$ cat src/core/csw_params.svh
// Offsets, field positions, reset values and timing counts of the clock switch
`ifndef CSW_PARAMS_SVH
`define CSW_PARAMS_SVH

// ----------------------------------------
// Register byte offsets
// ----------------------------------------
`define CSW_OFS_CTRL 8'h00
`define CSW_OFS_CFG 8'h04
`define CSW_OFS_INT 8'h08
`define CSW_OFS_SLOW 8'h0C

// ----------------------------------------
// Main clock control fields
// ----------------------------------------
`define CSW_CTRL_LOCKED 25
`define CSW_CTRL_LOOP_EN 24
`define CSW_CTRL_LOOP_OUT 23
`define CSW_CTRL_LOOP_BYP 22
`define CSW_CTRL_MON_EN 19
`define CSW_CTRL_FEXT_BYP 18
`define CSW_CTRL_FEXT_RDY 17
`define CSW_CTRL_FEXT_EN 16
`define CSW_CTRL_TRIM_HI 7
`define CSW_CTRL_TRIM_LO 3
`define CSW_CTRL_FINT_RDY 1
`define CSW_CTRL_FINT_EN 0
`define CSW_TRIM_RESET 5'h10

// ----------------------------------------
// Configuration fields
// ----------------------------------------
`define CSW_CFG_SYS_LO 0
`define CSW_CFG_USED_LO 2
`define CSW_CFG_OUT_LO 4
`define CSW_CFG_LOOP_SRC 7
`define CSW_CFG_LPS_LO 8
`define CSW_CFG_LPT_LO 11

// ----------------------------------------
// Interrupt register fields
// ----------------------------------------
`define CSW_INT_SINT_IE 0
`define CSW_INT_SEXT_IE 1
`define CSW_INT_SINT_IF 8
`define CSW_INT_SEXT_IF 9
`define CSW_INT_FAIL_IF 10
`define CSW_INT_SINT_CLR 16
`define CSW_INT_SEXT_CLR 17
`define CSW_INT_FAIL_CLR 18

// ----------------------------------------
// Slow clock control fields
// ----------------------------------------
`define CSW_SLOW_SINT_EN 0
`define CSW_SLOW_SINT_RDY 1
`define CSW_SLOW_SEXT_EN 2
`define CSW_SLOW_SEXT_RDY 3
`define CSW_SLOW_SEXT_BYP 4
`define CSW_SLOW_RTC_LO 5
`define CSW_SLOW_WDG 7

// ----------------------------------------
// Timing
// ----------------------------------------
`define CSW_CLK_NS 25
`define CSW_FAIL_NS 400
`define CSW_FAIL_CYC (`CSW_FAIL_NS / `CSW_CLK_NS)
`define CSW_BYPASS_MAX_HZ 1000000
`define CSW_RTC_HALF_DIV 64

`endif

$ cat src/core/csw_pkg.sv
// Types shared by the clock switch
package csw_pkg;

  // Oscillator bundle, one bit per source
  typedef struct packed {
    logic loop_clk;
    logic fast_ext;
    logic fast_int;
    logic slow_ext;
    logic slow_int;
  } csw_osc_t;

  // System clock source codes
  typedef enum logic [1:0] {
    CSW_SYS_FINT = 2'h0,
    CSW_SYS_FEXT = 2'h1,
    CSW_SYS_LOOP = 2'h2,
    CSW_SYS_SINT = 2'h3
  } csw_sys_src_t;

  // Glitch-free switch states
  typedef enum logic [2:0] {
    CSW_RUN = 3'b001,
    CSW_PARK = 3'b010,
    CSW_JOIN = 3'b100
  } csw_sw_state_t;

endpackage

$ cat src/core/csw_clock_switch.sv
// Clock source control, glitch-free switching and failure monitor
`timescale 1ns/100ps
`include "csw_params.svh"

module csw_clock_switch
  import csw_pkg::*;
(
  input wire logic mclk_i,
  input wire logic reset_i,
  input wire logic wb_cyc_i,
  input wire logic wb_stb_i,
  input wire logic wb_we_i,
  input wire logic [7:0] wb_adr_i,
  input wire logic [3:0] wb_sel_i,
  input wire logic [31:0] wb_dat_i,
  output logic [31:0] wb_dat_o,
  output logic wb_ack_o,
  input wire csw_osc_t osc_clk_i,
  input wire csw_osc_t osc_stable_i,
  input wire logic pclk_i,
  input wire logic comp_out_i,
  input wire logic watchdog_start_i,
  output csw_osc_t osc_en_o,
  output logic slow_ext_bypass_o,
  output logic fast_ext_bypass_o,
  output logic loop_bypass_o,
  output logic loop_output_enable_o,
  output logic loop_source_o,
  output logic [4:0] fast_int_trim_o,
  output logic sys_clk_o,
  output logic [1:0] sys_src_o,
  output logic rtc_clk_o,
  output logic lps_clk_o,
  output logic lpt_clk_o,
  output logic clk_out_o,
  output logic watchdog_clk_o,
  output logic slow_ext_clk_o,
  output logic slow_int_clk_o,
  output logic ready_irq_o,
  output logic nmi_o,
  output logic timer_break_o
);

  // ----------------------------------------
  // Helpers
  // ----------------------------------------

  // Byte-lane merge for Wishbone writes
  function automatic logic [31:0] merge(input logic [31:0] old_v,
                                        input logic [31:0] new_v,
                                        input logic [3:0] sel);
    logic [31:0] r;
    r = old_v;
    for (int b = 0; b < 4; b++) begin
      if (sel[b]) begin
        r[8*b +: 8] = new_v[8*b +: 8];
      end
    end
    return r;
  endfunction

  // Pick one level out of a source vector
  function automatic logic pick(input logic [5:0] src, input logic [2:0] sel);
    return (sel < 3'h6) ? src[sel] : 1'b0;
  endfunction

  // ----------------------------------------
  // Software state
  // ----------------------------------------
  logic fint_en, fext_en, loop_en, sint_en, sext_en;
  logic mon_en, fext_byp, loop_byp, loop_out, sext_byp;
  logic [4:0] trim;
  logic [1:0] sys_sel;
  logic [2:0] out_sel, lps_sel, lpt_sel;
  logic loop_src;
  logic [1:0] rtc_sel;
  logic sint_ie, sext_ie, sint_if, sext_if, fail_if;
  logic wdg_sw;
  logic [1:0] cur_src, tgt_src;
  csw_sw_state_t sw_state;

  // ----------------------------------------
  // Ready flags and usage
  // ----------------------------------------
  logic fint_rdy, fext_rdy, loop_rdy, sint_rdy, sext_rdy;
  logic fint_used, fext_used, loop_used, sint_used, wdg_on;
  logic fail_evt;

  // Ready = oscillator enabled and reported stable
  assign fint_rdy = fint_en & osc_stable_i.fast_int;
  assign fext_rdy = fext_en & osc_stable_i.fast_ext;
  assign loop_rdy = loop_en & osc_stable_i.loop_clk;
  assign sint_rdy = sint_en & osc_stable_i.slow_int;
  assign sext_rdy = sext_en & osc_stable_i.slow_ext;
  assign wdg_on = wdg_sw | watchdog_start_i;

  // Sources feeding the system clock, directly or via the loop, plus the slow internal one while the watchdog runs
  // The switch target counts too, so a half-done switch never lands on a dead source
  assign loop_used = (cur_src == CSW_SYS_LOOP) || (tgt_src == CSW_SYS_LOOP);
  assign fint_used = (cur_src == CSW_SYS_FINT) || (tgt_src == CSW_SYS_FINT)
                     || (loop_used & ~loop_src);
  assign fext_used = (cur_src == CSW_SYS_FEXT) || (tgt_src == CSW_SYS_FEXT)
                     || (loop_used & loop_src);
  assign sint_used = (cur_src == CSW_SYS_SINT) || (tgt_src == CSW_SYS_SINT) || wdg_on;

  // Ready of any system source code
  function automatic logic src_ready(input logic [1:0] s, input logic [3:0] rdy);
    return rdy[s];
  endfunction

  logic [3:0] sys_rdy_vec, sys_clk_vec;
  assign sys_rdy_vec = {sint_rdy, loop_rdy, fext_rdy, fint_rdy};
  assign sys_clk_vec = {osc_clk_i.slow_int, osc_clk_i.loop_clk,
                        osc_clk_i.fast_ext, osc_clk_i.fast_int};

  // ----------------------------------------
  // Wishbone slave
  // ----------------------------------------
  logic wr, rd_hit;
  logic [31:0] ctrl_rd, cfg_rd, int_rd, slow_rd, ctrl_wr, cfg_wr, int_wr, slow_wr;
  assign wr = wb_cyc_i & wb_stb_i & wb_we_i & ~wb_ack_o;
  assign rd_hit = wb_cyc_i & wb_stb_i & ~wb_ack_o;

  // Readback images; bits not listed read zero
  always_comb begin
    ctrl_rd = 32'h0000_0000;
    ctrl_rd[`CSW_CTRL_LOCKED] = loop_rdy;
    ctrl_rd[`CSW_CTRL_LOOP_EN] = loop_en;
    ctrl_rd[`CSW_CTRL_LOOP_OUT] = loop_out;
    ctrl_rd[`CSW_CTRL_LOOP_BYP] = loop_byp;
    ctrl_rd[`CSW_CTRL_MON_EN] = mon_en;
    ctrl_rd[`CSW_CTRL_FEXT_BYP] = fext_byp;
    ctrl_rd[`CSW_CTRL_FEXT_RDY] = fext_rdy;
    ctrl_rd[`CSW_CTRL_FEXT_EN] = fext_en;
    ctrl_rd[`CSW_CTRL_TRIM_HI:`CSW_CTRL_TRIM_LO] = trim;
    ctrl_rd[`CSW_CTRL_FINT_RDY] = fint_rdy;
    ctrl_rd[`CSW_CTRL_FINT_EN] = fint_en;
    cfg_rd = 32'h0000_0000;
    cfg_rd[`CSW_CFG_SYS_LO +: 2] = sys_sel;
    cfg_rd[`CSW_CFG_USED_LO +: 2] = cur_src;
    cfg_rd[`CSW_CFG_OUT_LO +: 3] = out_sel;
    cfg_rd[`CSW_CFG_LOOP_SRC] = loop_src;
    cfg_rd[`CSW_CFG_LPS_LO +: 3] = lps_sel;
    cfg_rd[`CSW_CFG_LPT_LO +: 3] = lpt_sel;
    int_rd = 32'h0000_0000;
    int_rd[`CSW_INT_SINT_IE] = sint_ie;
    int_rd[`CSW_INT_SEXT_IE] = sext_ie;
    int_rd[`CSW_INT_SINT_IF] = sint_if;
    int_rd[`CSW_INT_SEXT_IF] = sext_if;
    int_rd[`CSW_INT_FAIL_IF] = fail_if;
    slow_rd = 32'h0000_0000;
    slow_rd[`CSW_SLOW_SINT_EN] = sint_en;
    slow_rd[`CSW_SLOW_SINT_RDY] = sint_rdy;
    slow_rd[`CSW_SLOW_SEXT_EN] = sext_en;
    slow_rd[`CSW_SLOW_SEXT_RDY] = sext_rdy;
    slow_rd[`CSW_SLOW_SEXT_BYP] = sext_byp;
    slow_rd[`CSW_SLOW_RTC_LO +: 2] = rtc_sel;
    slow_rd[`CSW_SLOW_WDG] = wdg_on;
  end

  assign ctrl_wr = merge(ctrl_rd, wb_dat_i, wb_sel_i);
  assign cfg_wr = merge(cfg_rd, wb_dat_i, wb_sel_i);
  assign int_wr = merge(32'h0000_0000, wb_dat_i, wb_sel_i);
  assign slow_wr = merge(slow_rd, wb_dat_i, wb_sel_i);

  // One wait state: ack and data one edge after the request
  always_ff @(posedge mclk_i) begin
    if (reset_i) begin
      wb_ack_o <= 1'b0;
      wb_dat_o <= 32'h0000_0000;
    end else begin
      wb_ack_o <= rd_hit;
      if (rd_hit && !wb_we_i) begin
        unique case (wb_adr_i)
          `CSW_OFS_CTRL: wb_dat_o <= ctrl_rd;
          `CSW_OFS_CFG: wb_dat_o <= cfg_rd;
          `CSW_OFS_INT: wb_dat_o <= int_rd;
          `CSW_OFS_SLOW: wb_dat_o <= slow_rd;
          default: wb_dat_o <= 32'h0000_0000;
        endcase
      end
    end
  end

  // ----------------------------------------
  // Failure monitor
  // ----------------------------------------
  logic fext_q, mon_active;
  logic [7:0] idle_cnt;
  assign mon_active = mon_en & fext_rdy;

  // Missing edges for the timeout count as a dead crystal
  always_ff @(posedge mclk_i) begin
    if (reset_i) begin
      fext_q <= 1'b0;
      idle_cnt <= 8'h00;
    end else begin
      fext_q <= osc_clk_i.fast_ext;
      if (!mon_active || (fext_q != osc_clk_i.fast_ext)) begin
        idle_cnt <= 8'h00;
      end else if (!fail_evt) begin
        idle_cnt <= idle_cnt + 8'h01;
      end
    end
  end
  assign fail_evt = mon_active && (idle_cnt == 8'(`CSW_FAIL_CYC));

  // Break pulse to both advanced timers
  always_ff @(posedge mclk_i) begin
    if (reset_i) begin
      timer_break_o <= 1'b0;
    end else begin
      timer_break_o <= fail_evt;
    end
  end

  // ----------------------------------------
  // Fast oscillator and loop control
  // ----------------------------------------
  logic ctrl_we, cfg_we, int_we, slow_we;
  assign ctrl_we = wr && (wb_adr_i == `CSW_OFS_CTRL);
  assign cfg_we = wr && (wb_adr_i == `CSW_OFS_CFG);
  assign int_we = wr && (wb_adr_i == `CSW_OFS_INT);
  assign slow_we = wr && (wb_adr_i == `CSW_OFS_SLOW);

  // Hardware failure action wins over a software write
  always_ff @(posedge mclk_i) begin
    if (reset_i) begin
      fint_en <= 1'b1;
      fext_en <= 1'b0;
      loop_en <= 1'b0;
      mon_en <= 1'b0;
      fext_byp <= 1'b0;
      loop_byp <= 1'b0;
      loop_out <= 1'b0;
      trim <= `CSW_TRIM_RESET;
    end else begin
      if (ctrl_we) begin
        fint_en <= ctrl_wr[`CSW_CTRL_FINT_EN] | fint_used;
        fext_en <= ctrl_wr[`CSW_CTRL_FEXT_EN] | fext_used;
        loop_en <= ctrl_wr[`CSW_CTRL_LOOP_EN] | loop_used;
        mon_en <= ctrl_wr[`CSW_CTRL_MON_EN];
        fext_byp <= ctrl_wr[`CSW_CTRL_FEXT_BYP];
        loop_byp <= ctrl_wr[`CSW_CTRL_LOOP_BYP];
        loop_out <= ctrl_wr[`CSW_CTRL_LOOP_OUT];
        trim <= ctrl_wr[`CSW_CTRL_TRIM_HI:`CSW_CTRL_TRIM_LO];
      end
      if (fail_evt) begin
        fext_en <= 1'b0;
        if (loop_src) begin
          loop_en <= 1'b0;
        end
      end
    end
  end

  // Configuration; loop source locked while loop runs
  always_ff @(posedge mclk_i) begin
    if (reset_i) begin
      sys_sel <= CSW_SYS_FINT;
      out_sel <= 3'h0;
      loop_src <= 1'b0;
      lps_sel <= 3'h0;
      lpt_sel <= 3'h0;
    end else begin
      if (cfg_we) begin
        sys_sel <= cfg_wr[`CSW_CFG_SYS_LO +: 2];
        out_sel <= cfg_wr[`CSW_CFG_OUT_LO +: 3];
        lps_sel <= cfg_wr[`CSW_CFG_LPS_LO +: 3];
        lpt_sel <= cfg_wr[`CSW_CFG_LPT_LO +: 3];
        if (!loop_en) begin
          loop_src <= cfg_wr[`CSW_CFG_LOOP_SRC];
        end
      end
      if (fail_evt && fext_used) begin
        sys_sel <= CSW_SYS_FINT;
      end
    end
  end

  // ----------------------------------------
  // Slow oscillators and watchdog
  // ----------------------------------------
  always_ff @(posedge mclk_i) begin
    if (reset_i) begin
      sint_en <= 1'b0;
      sext_en <= 1'b0;
      sext_byp <= 1'b0;
      rtc_sel <= 2'h0;
      wdg_sw <= 1'b0;
    end else begin
      if (slow_we) begin
        sint_en <= slow_wr[`CSW_SLOW_SINT_EN] | sint_used;
        sext_en <= slow_wr[`CSW_SLOW_SEXT_EN];
        if (!sext_en) begin
          sext_byp <= slow_wr[`CSW_SLOW_SEXT_BYP];
        end
        rtc_sel <= slow_wr[`CSW_SLOW_RTC_LO +: 2];
        wdg_sw <= wdg_sw | slow_wr[`CSW_SLOW_WDG];
      end
      if (wdg_on) begin
        sint_en <= 1'b1;
      end
    end
  end

  // ----------------------------------------
  // Ready interrupts and failure flag
  // ----------------------------------------
  logic sint_rdy_q, sext_rdy_q;

  // Set wins over a clear written in the same cycle
  always_ff @(posedge mclk_i) begin
    if (reset_i) begin
      sint_rdy_q <= 1'b0;
      sext_rdy_q <= 1'b0;
      sint_ie <= 1'b0;
      sext_ie <= 1'b0;
      sint_if <= 1'b0;
      sext_if <= 1'b0;
      fail_if <= 1'b0;
    end else begin
      sint_rdy_q <= sint_rdy;
      sext_rdy_q <= sext_rdy;
      if (int_we) begin
        sint_ie <= int_wr[`CSW_INT_SINT_IE];
        sext_ie <= int_wr[`CSW_INT_SEXT_IE];
        if (int_wr[`CSW_INT_SINT_CLR]) begin
          sint_if <= 1'b0;
        end
        if (int_wr[`CSW_INT_SEXT_CLR]) begin
          sext_if <= 1'b0;
        end
        if (int_wr[`CSW_INT_FAIL_CLR]) begin
          fail_if <= 1'b0;
        end
      end
      if (sint_rdy && !sint_rdy_q) begin
        sint_if <= 1'b1;
      end
      if (sext_rdy && !sext_rdy_q) begin
        sext_if <= 1'b1;
      end
      if (fail_evt) begin
        fail_if <= 1'b1;
      end
    end
  end

  assign ready_irq_o = (sint_if & sint_ie) | (sext_if & sext_ie);
  assign nmi_o = fail_if;

  // ----------------------------------------
  // System clock switch
  // ----------------------------------------
  // Output parks low until old then new source are low, so no runt pulse; a failure fallback waits on the new source only
  always_ff @(posedge mclk_i) begin
    if (reset_i) begin
      sw_state <= CSW_RUN;
      cur_src <= CSW_SYS_FINT;
      tgt_src <= CSW_SYS_FINT;
      sys_clk_o <= 1'b0;
    end else begin
      unique case (sw_state)
        CSW_RUN: begin
          sys_clk_o <= sys_clk_vec[cur_src];
          if (fail_evt && fext_used) begin
            tgt_src <= CSW_SYS_FINT;
            sw_state <= CSW_JOIN;
            sys_clk_o <= 1'b0;
          end else if (sys_sel != cur_src && src_ready(sys_sel, sys_rdy_vec)) begin
            tgt_src <= sys_sel;
            sw_state <= CSW_PARK;
          end
        end
        CSW_PARK: begin
          sys_clk_o <= 1'b0;
          if (!sys_clk_vec[cur_src]) begin
            sw_state <= CSW_JOIN;
          end
        end
        CSW_JOIN: begin
          sys_clk_o <= 1'b0;
          if (!sys_clk_vec[tgt_src]) begin
            cur_src <= tgt_src;
            sw_state <= CSW_RUN;
          end
        end
        default: begin
          sw_state <= CSW_RUN;
        end
      endcase
    end
  end

  // ----------------------------------------
  // Dividers for the real-time and output clocks
  // ----------------------------------------
  logic fext_edge, rtc_div, loop_q, loop_div;
  logic [5:0] rtc_cnt;
  assign fext_edge = osc_clk_i.fast_ext & ~fext_q;

  // Fast external / 128 and loop clock / 2
  always_ff @(posedge mclk_i) begin
    if (reset_i) begin
      rtc_cnt <= 6'h00;
      rtc_div <= 1'b0;
      loop_q <= 1'b0;
      loop_div <= 1'b0;
    end else begin
      loop_q <= osc_clk_i.loop_clk;
      if (osc_clk_i.loop_clk && !loop_q) begin
        loop_div <= ~loop_div;
      end
      if (fext_edge) begin
        if (rtc_cnt == 6'(`CSW_RTC_HALF_DIV - 1)) begin
          rtc_cnt <= 6'h00;
          rtc_div <= ~rtc_div;
        end else begin
          rtc_cnt <= rtc_cnt + 6'h01;
        end
      end
    end
  end

  // ----------------------------------------
  // Auxiliary glitch-free muxes
  // ----------------------------------------
  logic fint_g, fext_g, sint_g, sext_g;
  assign fint_g = osc_clk_i.fast_int & fint_rdy;
  assign fext_g = osc_clk_i.fast_ext & fext_rdy;
  assign sint_g = osc_clk_i.slow_int & sint_rdy;
  assign sext_g = osc_clk_i.slow_ext & sext_rdy;

  logic [5:0] aux_src [4];
  logic [2:0] aux_sel [4];
  logic [3:0] aux_out;

  // 0 real-time, 1 serial, 2 timer, 3 clock output
  always_comb begin
    aux_src[0] = {2'b00, rtc_div & fext_rdy, sint_g, sext_g, 1'b0};
    aux_sel[0] = {1'b0, rtc_sel};
    aux_src[1] = {pclk_i, sys_clk_o, sext_g, sint_g, fext_g, fint_g};
    aux_sel[1] = lps_sel;
    aux_src[2] = {comp_out_i, pclk_i, sext_g, sint_g, fext_g, fint_g};
    aux_sel[2] = lpt_sel;
    aux_src[3] = {loop_div, sext_g, sint_g, fext_g, fint_g, sys_clk_o};
    aux_sel[3] = out_sel;
  end

  // Each mux takes a new source only while both levels are low
  for (genvar m = 0; m < 4; m++) begin : g_aux
    logic [2:0] act;
    always_ff @(posedge mclk_i) begin
      if (reset_i) begin
        act <= 3'h0;
        aux_out[m] <= 1'b0;
      end else if (act != aux_sel[m]) begin
        aux_out[m] <= 1'b0;
        if (!pick(aux_src[m], act) && !pick(aux_src[m], aux_sel[m])) begin
          act <= aux_sel[m];
        end
      end else begin
        aux_out[m] <= pick(aux_src[m], act);
      end
    end
  end

  // ----------------------------------------
  // Outputs
  // ----------------------------------------
  assign rtc_clk_o = aux_out[0];
  assign lps_clk_o = aux_out[1];
  assign lpt_clk_o = aux_out[2];
  assign clk_out_o = aux_out[3];
  assign osc_en_o = '{loop_clk: loop_en, fast_ext: fext_en, fast_int: fint_en,
                      slow_ext: sext_en, slow_int: sint_en};
  assign slow_ext_bypass_o = sext_byp;
  assign fast_ext_bypass_o = fext_byp;
  assign loop_bypass_o = loop_byp;
  assign loop_output_enable_o = loop_out;
  assign loop_source_o = loop_src;
  assign fast_int_trim_o = trim;
  assign sys_src_o = cur_src;
  assign slow_ext_clk_o = sext_g;
  assign slow_int_clk_o = sint_g;
  assign watchdog_clk_o = sint_g & wdg_on;

endmodule

$ cat config.mk
export PLATFORM = sky130hd
export DESIGN_NAME = csw_clock_switch
export DESIGN_NICKNAME = d
export VERILOG_FILES = /design/src/core/csw_pkg.sv /design/src/core/csw_clock_switch.sv
export VERILOG_INCLUDE_DIRS = /design/src /design/src/core
export SDC_FILE = /design/constraint.sdc
export NUM_CORES = 1
export LEC_CHECK = 0
export ABC_AREA = 1
export BUFFER_PORTS_ARGS = -buffer_cell sky130_fd_sc_hd__buf_2
export CAP_MARGIN = 15
export CORE_MARGIN = 2
export CORE_UTILIZATION = 58
export DETAILED_ROUTE_END_ITERATION = 7
export MAX_ROUTING_LAYER = met4
export PLACE_DENSITY = 0.86
export REMOVE_ABC_BUFFERS = 1
export SLEW_MARGIN = 20
export SYNTH_ARGS = -nofsm -noshare
export SYNTH_HDL_FRONTEND = slang
export SYNTH_SLANG_ARGS = --single-unit
$ cat constraint.sdc
create_clock -name mclk_i -period 2.7 [get_ports mclk_i]
set_input_delay 0.135 -clock mclk_i [delete_from_list [all_inputs] [get_ports mclk_i]]
set_output_delay 0.135 -clock mclk_i [all_outputs]
set_load 0.02 [all_outputs]
== After elaboration in Yosys (flattened, before gate mapping) ==
Cells that the tools add are included.
Operators by class
  $add $sub $neg: 2
  magnitude comparators: 19
  equality and inequality tests: 23
  muxes and demuxes: 61
  bitwise operators: 36
  reductions and logical operators: 74
Operators by type and width (count)
  $pmux W26 S4: 1
  $mux W1: 37
  $reduce_and A2 Y1: 15
  $lt A3 B4 Y1 const B: 6
  $and A1 B1 Y1: 21
  $bmux W1 S3: 6
  $lt A3 B3 Y1 const B: 6
  $reduce_bool A2 Y1: 9
  $eq A8 B4 Y1 const B: 2
  $reduce_or A2 Y1: 8
  $logic_and A1 B1 Y1: 15
  $lt A2 B3 Y1 const B: 5
  $mux W3: 5
  $logic_not A1 Y1: 13
  $bmux W1 S2: 5
  $ne A3 B3 Y1: 3
  $pmux W3 S3: 1
  $reduce_and A3 Y1: 3
  $add A8 B1 Y8 const B: 1
  $eq A2 B2 Y1 const B: 4
  $eq A8 B3 Y1 const B: 1
  $eq A8 B5 Y1 const B: 1
  $logic_not A8 Y1: 1
  $logic_or A1 B1 Y1: 8
  18 further kinds: 38
Storage, ports and cells
  register bits after elaboration: 112
  input port bits: 62
  output and inout port bits: 61
  logic and storage cells: 261

== Depth between registers and ports, before layout ==
  depth after elaboration: 8
  depth in mapped cells: 11
  mapped depth without buffers: 11

== Worst setup path before layout ==
No wires, ideal clock.
  path kind: reg2reg
  from: register cur_src[1], in the netlist sys_src_o[1]
  to: register sw_state[2]
  library setup time: 0.112 ns
  data arrival time: 1.298 ns
  required time: 2.588 ns
  slack: 1.290 ns
  cell stages (with the launch flop): 12
  path buffers: 0
  clock period less this slack: 1.410 ns
  cells stage by stage: dfxtp_1 inv_1 nand2_1 nor2_1 a21oi_1 o21ai_0 nand2_1 nand2_1 inv_1 nand2_1 nor2_1 nor2_1
On the way
  cells in the longest elaborated chain, start to end: 7
  elaborated cells on any way between the ends: 16
  those cells by class: eq/ne: 5; mux: 4; bitwise: 1; reduce/logical: 6
RTL lines
  start, declared: line csw_clock_switch.sv:79  | logic [1:0] cur_src, tgt_src;
  start signal, assigned: line csw_clock_switch.sv:385  | cur_src <= tgt_src;
  $eq A2 B2 Y1: line csw_clock_switch.sv:99  | assign loop_used = (cur_src == CSW_SYS_LOOP) || (tgt_src == CSW_SYS_LOOP);
  $logic_or A1 B1 Y1: line csw_clock_switch.sv:99
  $and A1 B1 Y1: line csw_clock_switch.sv:103  | || (loop_used & loop_src);
  $logic_or A1 B1 Y1: line csw_clock_switch.sv:103
  $logic_and A1 B1 Y1: line csw_clock_switch.sv:367  | if (fail_evt && fext_used) begin
  $ne A3 B3 Y1 (no source line) or $mux W3 (tied branches)
  $reduce_and A3 Y1 (no source line) or $pmux W3 S3 (tied branches)
  end signal, assigned: line csw_clock_switch.sv:369  | sw_state <= CSW_JOIN;
  end signal, assigned: line csw_clock_switch.sv:373  | sw_state <= CSW_PARK;
  end signal, assigned: line csw_clock_switch.sv:379  | sw_state <= CSW_JOIN;
  end, declared: line csw_clock_switch.sv:80  | csw_sw_state_t sw_state;
Parallel ways exist; a longest one is shown, timed or not. The select of a mux whose other input is x is not followed.
A chain may end at the register's enable or synchronous reset.

== Worst setup path after layout ==
  from: register wb_ack_o
  to: register wb_dat_o[19]
On the way
  cells in the longest elaborated chain, start to end: 3
RTL lines
  start, declared: line csw_clock_switch.sv:17  | output logic wb_ack_o,
  start signal, assigned: line csw_clock_switch.sv:172  | wb_ack_o <= rd_hit;
  $not A1 Y1: line csw_clock_switch.sv:122  | assign rd_hit = wb_cyc_i & wb_stb_i & ~wb_ack_o;
  $and A1 B1 Y1: line csw_clock_switch.sv:122
  $logic_and A1 B1 Y1: line csw_clock_switch.sv:173  | if (rd_hit && !wb_we_i) begin
  end signal, assigned: line csw_clock_switch.sv:175  | `CSW_OFS_CTRL: wb_dat_o <= ctrl_rd;
  end signal, assigned: line csw_clock_switch.sv:176  | `CSW_OFS_CFG: wb_dat_o <= cfg_rd;
  end signal, assigned: line csw_clock_switch.sv:177  | `CSW_OFS_INT: wb_dat_o <= int_rd;
  end, declared: line csw_clock_switch.sv:16  | output logic [31:0] wb_dat_o,
Every way passes these cells.

==> results.json <==
{
  "cts_buffer_depth": 2,
  "grt_pass1_wl_um": 22490,
  "nets": 896,
  "ys_ff_latch": 102,
  "start_kind": "flip-flop",
  "fin_cells": 942,
  "endpoint": "wb_dat_o[19]",
  "crit_chain": "nor2_2 > inv_1 > nor2_1 > buf_4 > inv_1 > nand2_1 > a21oi_1",
  "slowest_stage": "inv_1",
  "avgRoutedWirePerCell_um": 14.53,
  "tritoncts": "built",
  "arrival_ns": 1.98,
  "worstHoldPathType": "input port to flip-flop",
  "fin_ws_ns": 0.9589,
  "start_util_pct": 59.24,
  "synth.avg_cell_area_um2": 6.923,
  "yosysWarnings": 0,
  "pre_cts_slack_ns": 0.9948,
  "async_flop_share_pct": 0,
  "worstSetupPathType": "flip-flop to flip-flop",
  "gp_congestion": 0.9633,
  "die_width_um": 97.92,
  "worst_path_largest_cell_delay_ns": 0.44,
  "switching_power_w": 0.001108,
  "cts-root-buf": "clkbuf_8",
  "antenna_found_initial": 0,
  "pin_count": 123,
  "switching_share_pct": 32.61,
  "ys_seq_area_share_pct": 39.91,
  "whs_path_depth": 3,
  "ctsHoldBuffers": 0,
  "syn_to_final_growth_pct": 13.43,
  "r2r_start": "wb_ack_o",
  "grt_max_degree": 51,
  "path_clk_slew_ns": 0.10,
  "place_area_mm2": 0.005617,
  "min_period_ns": 1.741,
  "dpl.cell_count": 927,
  "core_mm2": 0.008636,
  "cp-end-kind": "flip-flop",
  "crit_required_ns": 2.94,
  "maxCapViolCount": 0,
  "p_int_w": 0.002291,
  "dieArea_mm2": 0.009588,
  "combPwrFrac_pct": 22.0,
  "crit_path_max_fanout": 23,
  "cts_setup_buffers": 0,
  "hold_violations": 0,
  "fmax_mhz": 574.3,
  "vdd_drop_max_v": 0.0003054,
  "final_cell_area_mm2": 0.005803,
  "p_seq_share_pct": 49.3,
  "grt_overflow": 0,
  "rsz0062_at_grt": "no",
  "slew_violations": 0,
  "antenna_cells": 0,
  "holdWs_ns": 0.008431,
  "syn_area_mm2": 0.005116,
  "die_y_um": 97.92,
  "max-slew-margin-rel_pct": 44.96,
  "cts_resized": 0,
  "portBuffers": 101,
  "powerDensity_mw_per_mm2": 585.8,
  "synth_cell_types": 40,
  "worstMarginPinSlew_ns": 0.8248,
  "ys.flop_type": "dfxtp_1",
  "clock_skew_ns": 0.01769,
  "cts_sinks": 102,
  "wl_um": 13690,
  "synth-edff-count": 0,
  "num_vias": 5288,
  "reg2reg_to": "wb_dat_o[19]",
  "p_leak_nw": 2.566,
  "clock_power_share_pct": 28.7,
  "cpMostUsedCell": "inv_1",
  "grt_usage_pct": 29.23,
  "status": "finished, final reports clean",
  "drive_gt1_share_pct": 18.47,
  "cts_max_level": 3,
  "vias_per_cell": 5.614,
  "r2r_cells": 7,
  "setup_violations": 0,
  "syn_inst": 739,
  "rows": 34,
  "startpoint": "wb_ack_o",
  "final.period_utilization_pct": 64.49,
  "place_hpwl_um": 10100,
  "drc": 0,
  "worst-r2r-setup-slack_ns": 0.96,
  "finalSetupTns_ns": 0,
  "grt_pass1_vias": 4921,
  "clk_latency_ns": 0.37,
  "first_pass_iters": 7,
  "first_iter_violations": 350,
  "cts_buffers": 9,
  "antenna_left": 0
}
==> power groups by stage <==
stage / Sequential, W / Clock (W) / Combinational [W]
after floorplan: 0.00171 / 0 / 0.000522
after global placement: 0.00170 / 0 / 0.000697
after detailed placement: 0.00171 / 0 / 0.000731
after CTS: 0.00167 / 0.000972 / 0.000736
after global routing: 0.00169 / 0.00104 / 0.000846
final: 0.00168 / 0.000974 / 0.000748
==> stage by stage <==
stage	utilization [%]	total power (W)
after floorplan	-	0.002234
after global placement	65.04	0.002400
after detailed placement	65.04	0.002440
after CTS	67.20	0.003383
after global routing	67.20	0.003572
final	67.20	0.003399
==> synthesized netlist by cell type (2+ instances only) <==
cell      count  area (um^2)
nand2_1     174        653.1
o22ai_1       5        31.28
clkinv_2      2        10.01
o21ai_0      38        190.2
o211ai_1      7        52.55
buf_4        16        120.1
inv_2         7        26.28
clkbuf_1     12        45.04
nand3_2       3        30.03
nor3_1       11        55.05
xor2_1        2        17.52
a21oi_1      75        375.4
nor3b_1       2        15.01
nor2_1       61        229.0
nand2_2       7        43.79
nor3_2        3        30.03
nand3_1      60        300.3
dfxtp_1     102         2042
a211oi_1      2        15.01
nand3b_1      4        30.03
nor3_4        2        32.53
nand4_1      13        81.33
ha_1          4        50.05
xnor2_1      10        87.58
nor2_2        7        43.79
inv_1        76        285.3
o21ai_1      18        90.09
buf_2         4        20.02
==> cells in the final DEF (no fill, tap or decap), types with 2 or more instances in the layout <==
cell type / netlist / final
nand2_1: 174 / 174
dfxtp_1: 102 / 102
buf_2: 4 / 101
inv_1: 76 / 76
a21oi_1: 75 / 75
nor2_1: 61 / 61
nand3_1: 60 / 60
o21ai_0: 38 / 38
o21ai_1: 18 / 18
nand4_1: 13 / 13
nor3_1: 11 / 11
xnor2_1: 10 / 10
conb_1: 1 / 10
clkbuf_8: 0 / 9
nor2_2: 7 / 7
nand2_2: 7 / 7
inv_2: 7 / 7
o211ai_1: 7 / 7
o22ai_1: 5 / 5
nand3b_1: 4 / 4
ha_1: 4 / 4
nand3_2: 3 / 3
nor3_2: 3 / 3
clkinv_2: 2 / 3
buf_4: 16 / 3
nor3b_1: 2 / 2
xor2_1: 2 / 2
nor3_4: 2 / 2
a211oi_1: 2 / 2
clkinvlp_4: 0 / 2
==> cell families (layout without fill, tap and decap cells) <==
logic type,Yosys count,count (layout),share of synthesized area (%)
buffers and inverters,118,204,10.12
and+or+nand+nor,353,353,31.45
DFF,102,102,39.91
muxes,1,1,0.2201
AOI/OAI and AO/OA,148,148,15.19
xor gates and xnor gates,12,12,2.054
adders and majority gates,4,4,0.9783
other,1,10,0.07330
==> worst min-delay path by stage <==
stage / startpoint / to / slack [ns]
final: wb_dat_i[3] / fast_int_trim_o[0] / 0.008
after CTS: wb_dat_i[3] / fast_int_trim_o[0] / 0.004
after floorplan: reset_i / fast_ext_bypass_o / 0.20
after global placement: wb_dat_i[3] / fast_int_trim_o[0] / 0.39
after detailed placement: wb_dat_i[3] / fast_int_trim_o[0] / 0.40
after global routing: wb_dat_i[3] / fast_int_trim_o[0] / 0.03
==> area by class of cell <==
type | count | area [um^2]
flip-flops and latches | 102 | 2042
inverters | 85 | 321.6
fillers | 759 | 2833
repair buffers | 104 | 528.0
multi-input cells | 528 | 2590
clock buffers | 10 | 127.6
well taps | 108 | 135.1
clock inverters | 5 | 58.81
==> metal layers <==
metal | share of wire [%] | vias up | routed length [um] | track usage, %
li1 | - | 2584 | - | -
met1 | 41 | 2405 | 5587 | 37.15
met2 | 48 | 272 | 6537 | 47.31
met3 | 9.5 | 27 | 1297 | 4.653
met4 | 1.9 | 0 | 263 | 10.47
met5 | 0 | - | 0 | -
==> sequential cells by signal, summed over array words and instances, names as in the netlist, 2 cells and up <==
| name | count |
|---|---|
| fast_int_trim_o | 5 |
| g_aux.act | 11 |
| idle_cnt | 8 |
| lps_sel | 3 |
| lpt_sel | 3 |
| out_sel | 3 |
| rtc_cnt | 6 |
| rtc_sel | 2 |
| sw_state | 3 |
| sys_sel | 2 |
| sys_src_o | 2 |
| tgt_src | 2 |
| wb_dat_o | 22 |
==> worst max-delay path, delay by kind of cell, from the launching register on <==
| family | cells | cell delay [ns] |
|---|---|---|
| buffers and inverters | 3 | 0.79 |
| AND/OR/NAND/NOR | 3 | 0.41 |
| flip-flops | 1 | 0.33 |
| AO/OA/AOI/OAI | 1 | 0.08 |
Note: power is estimated with default switching activity, not from simulation.
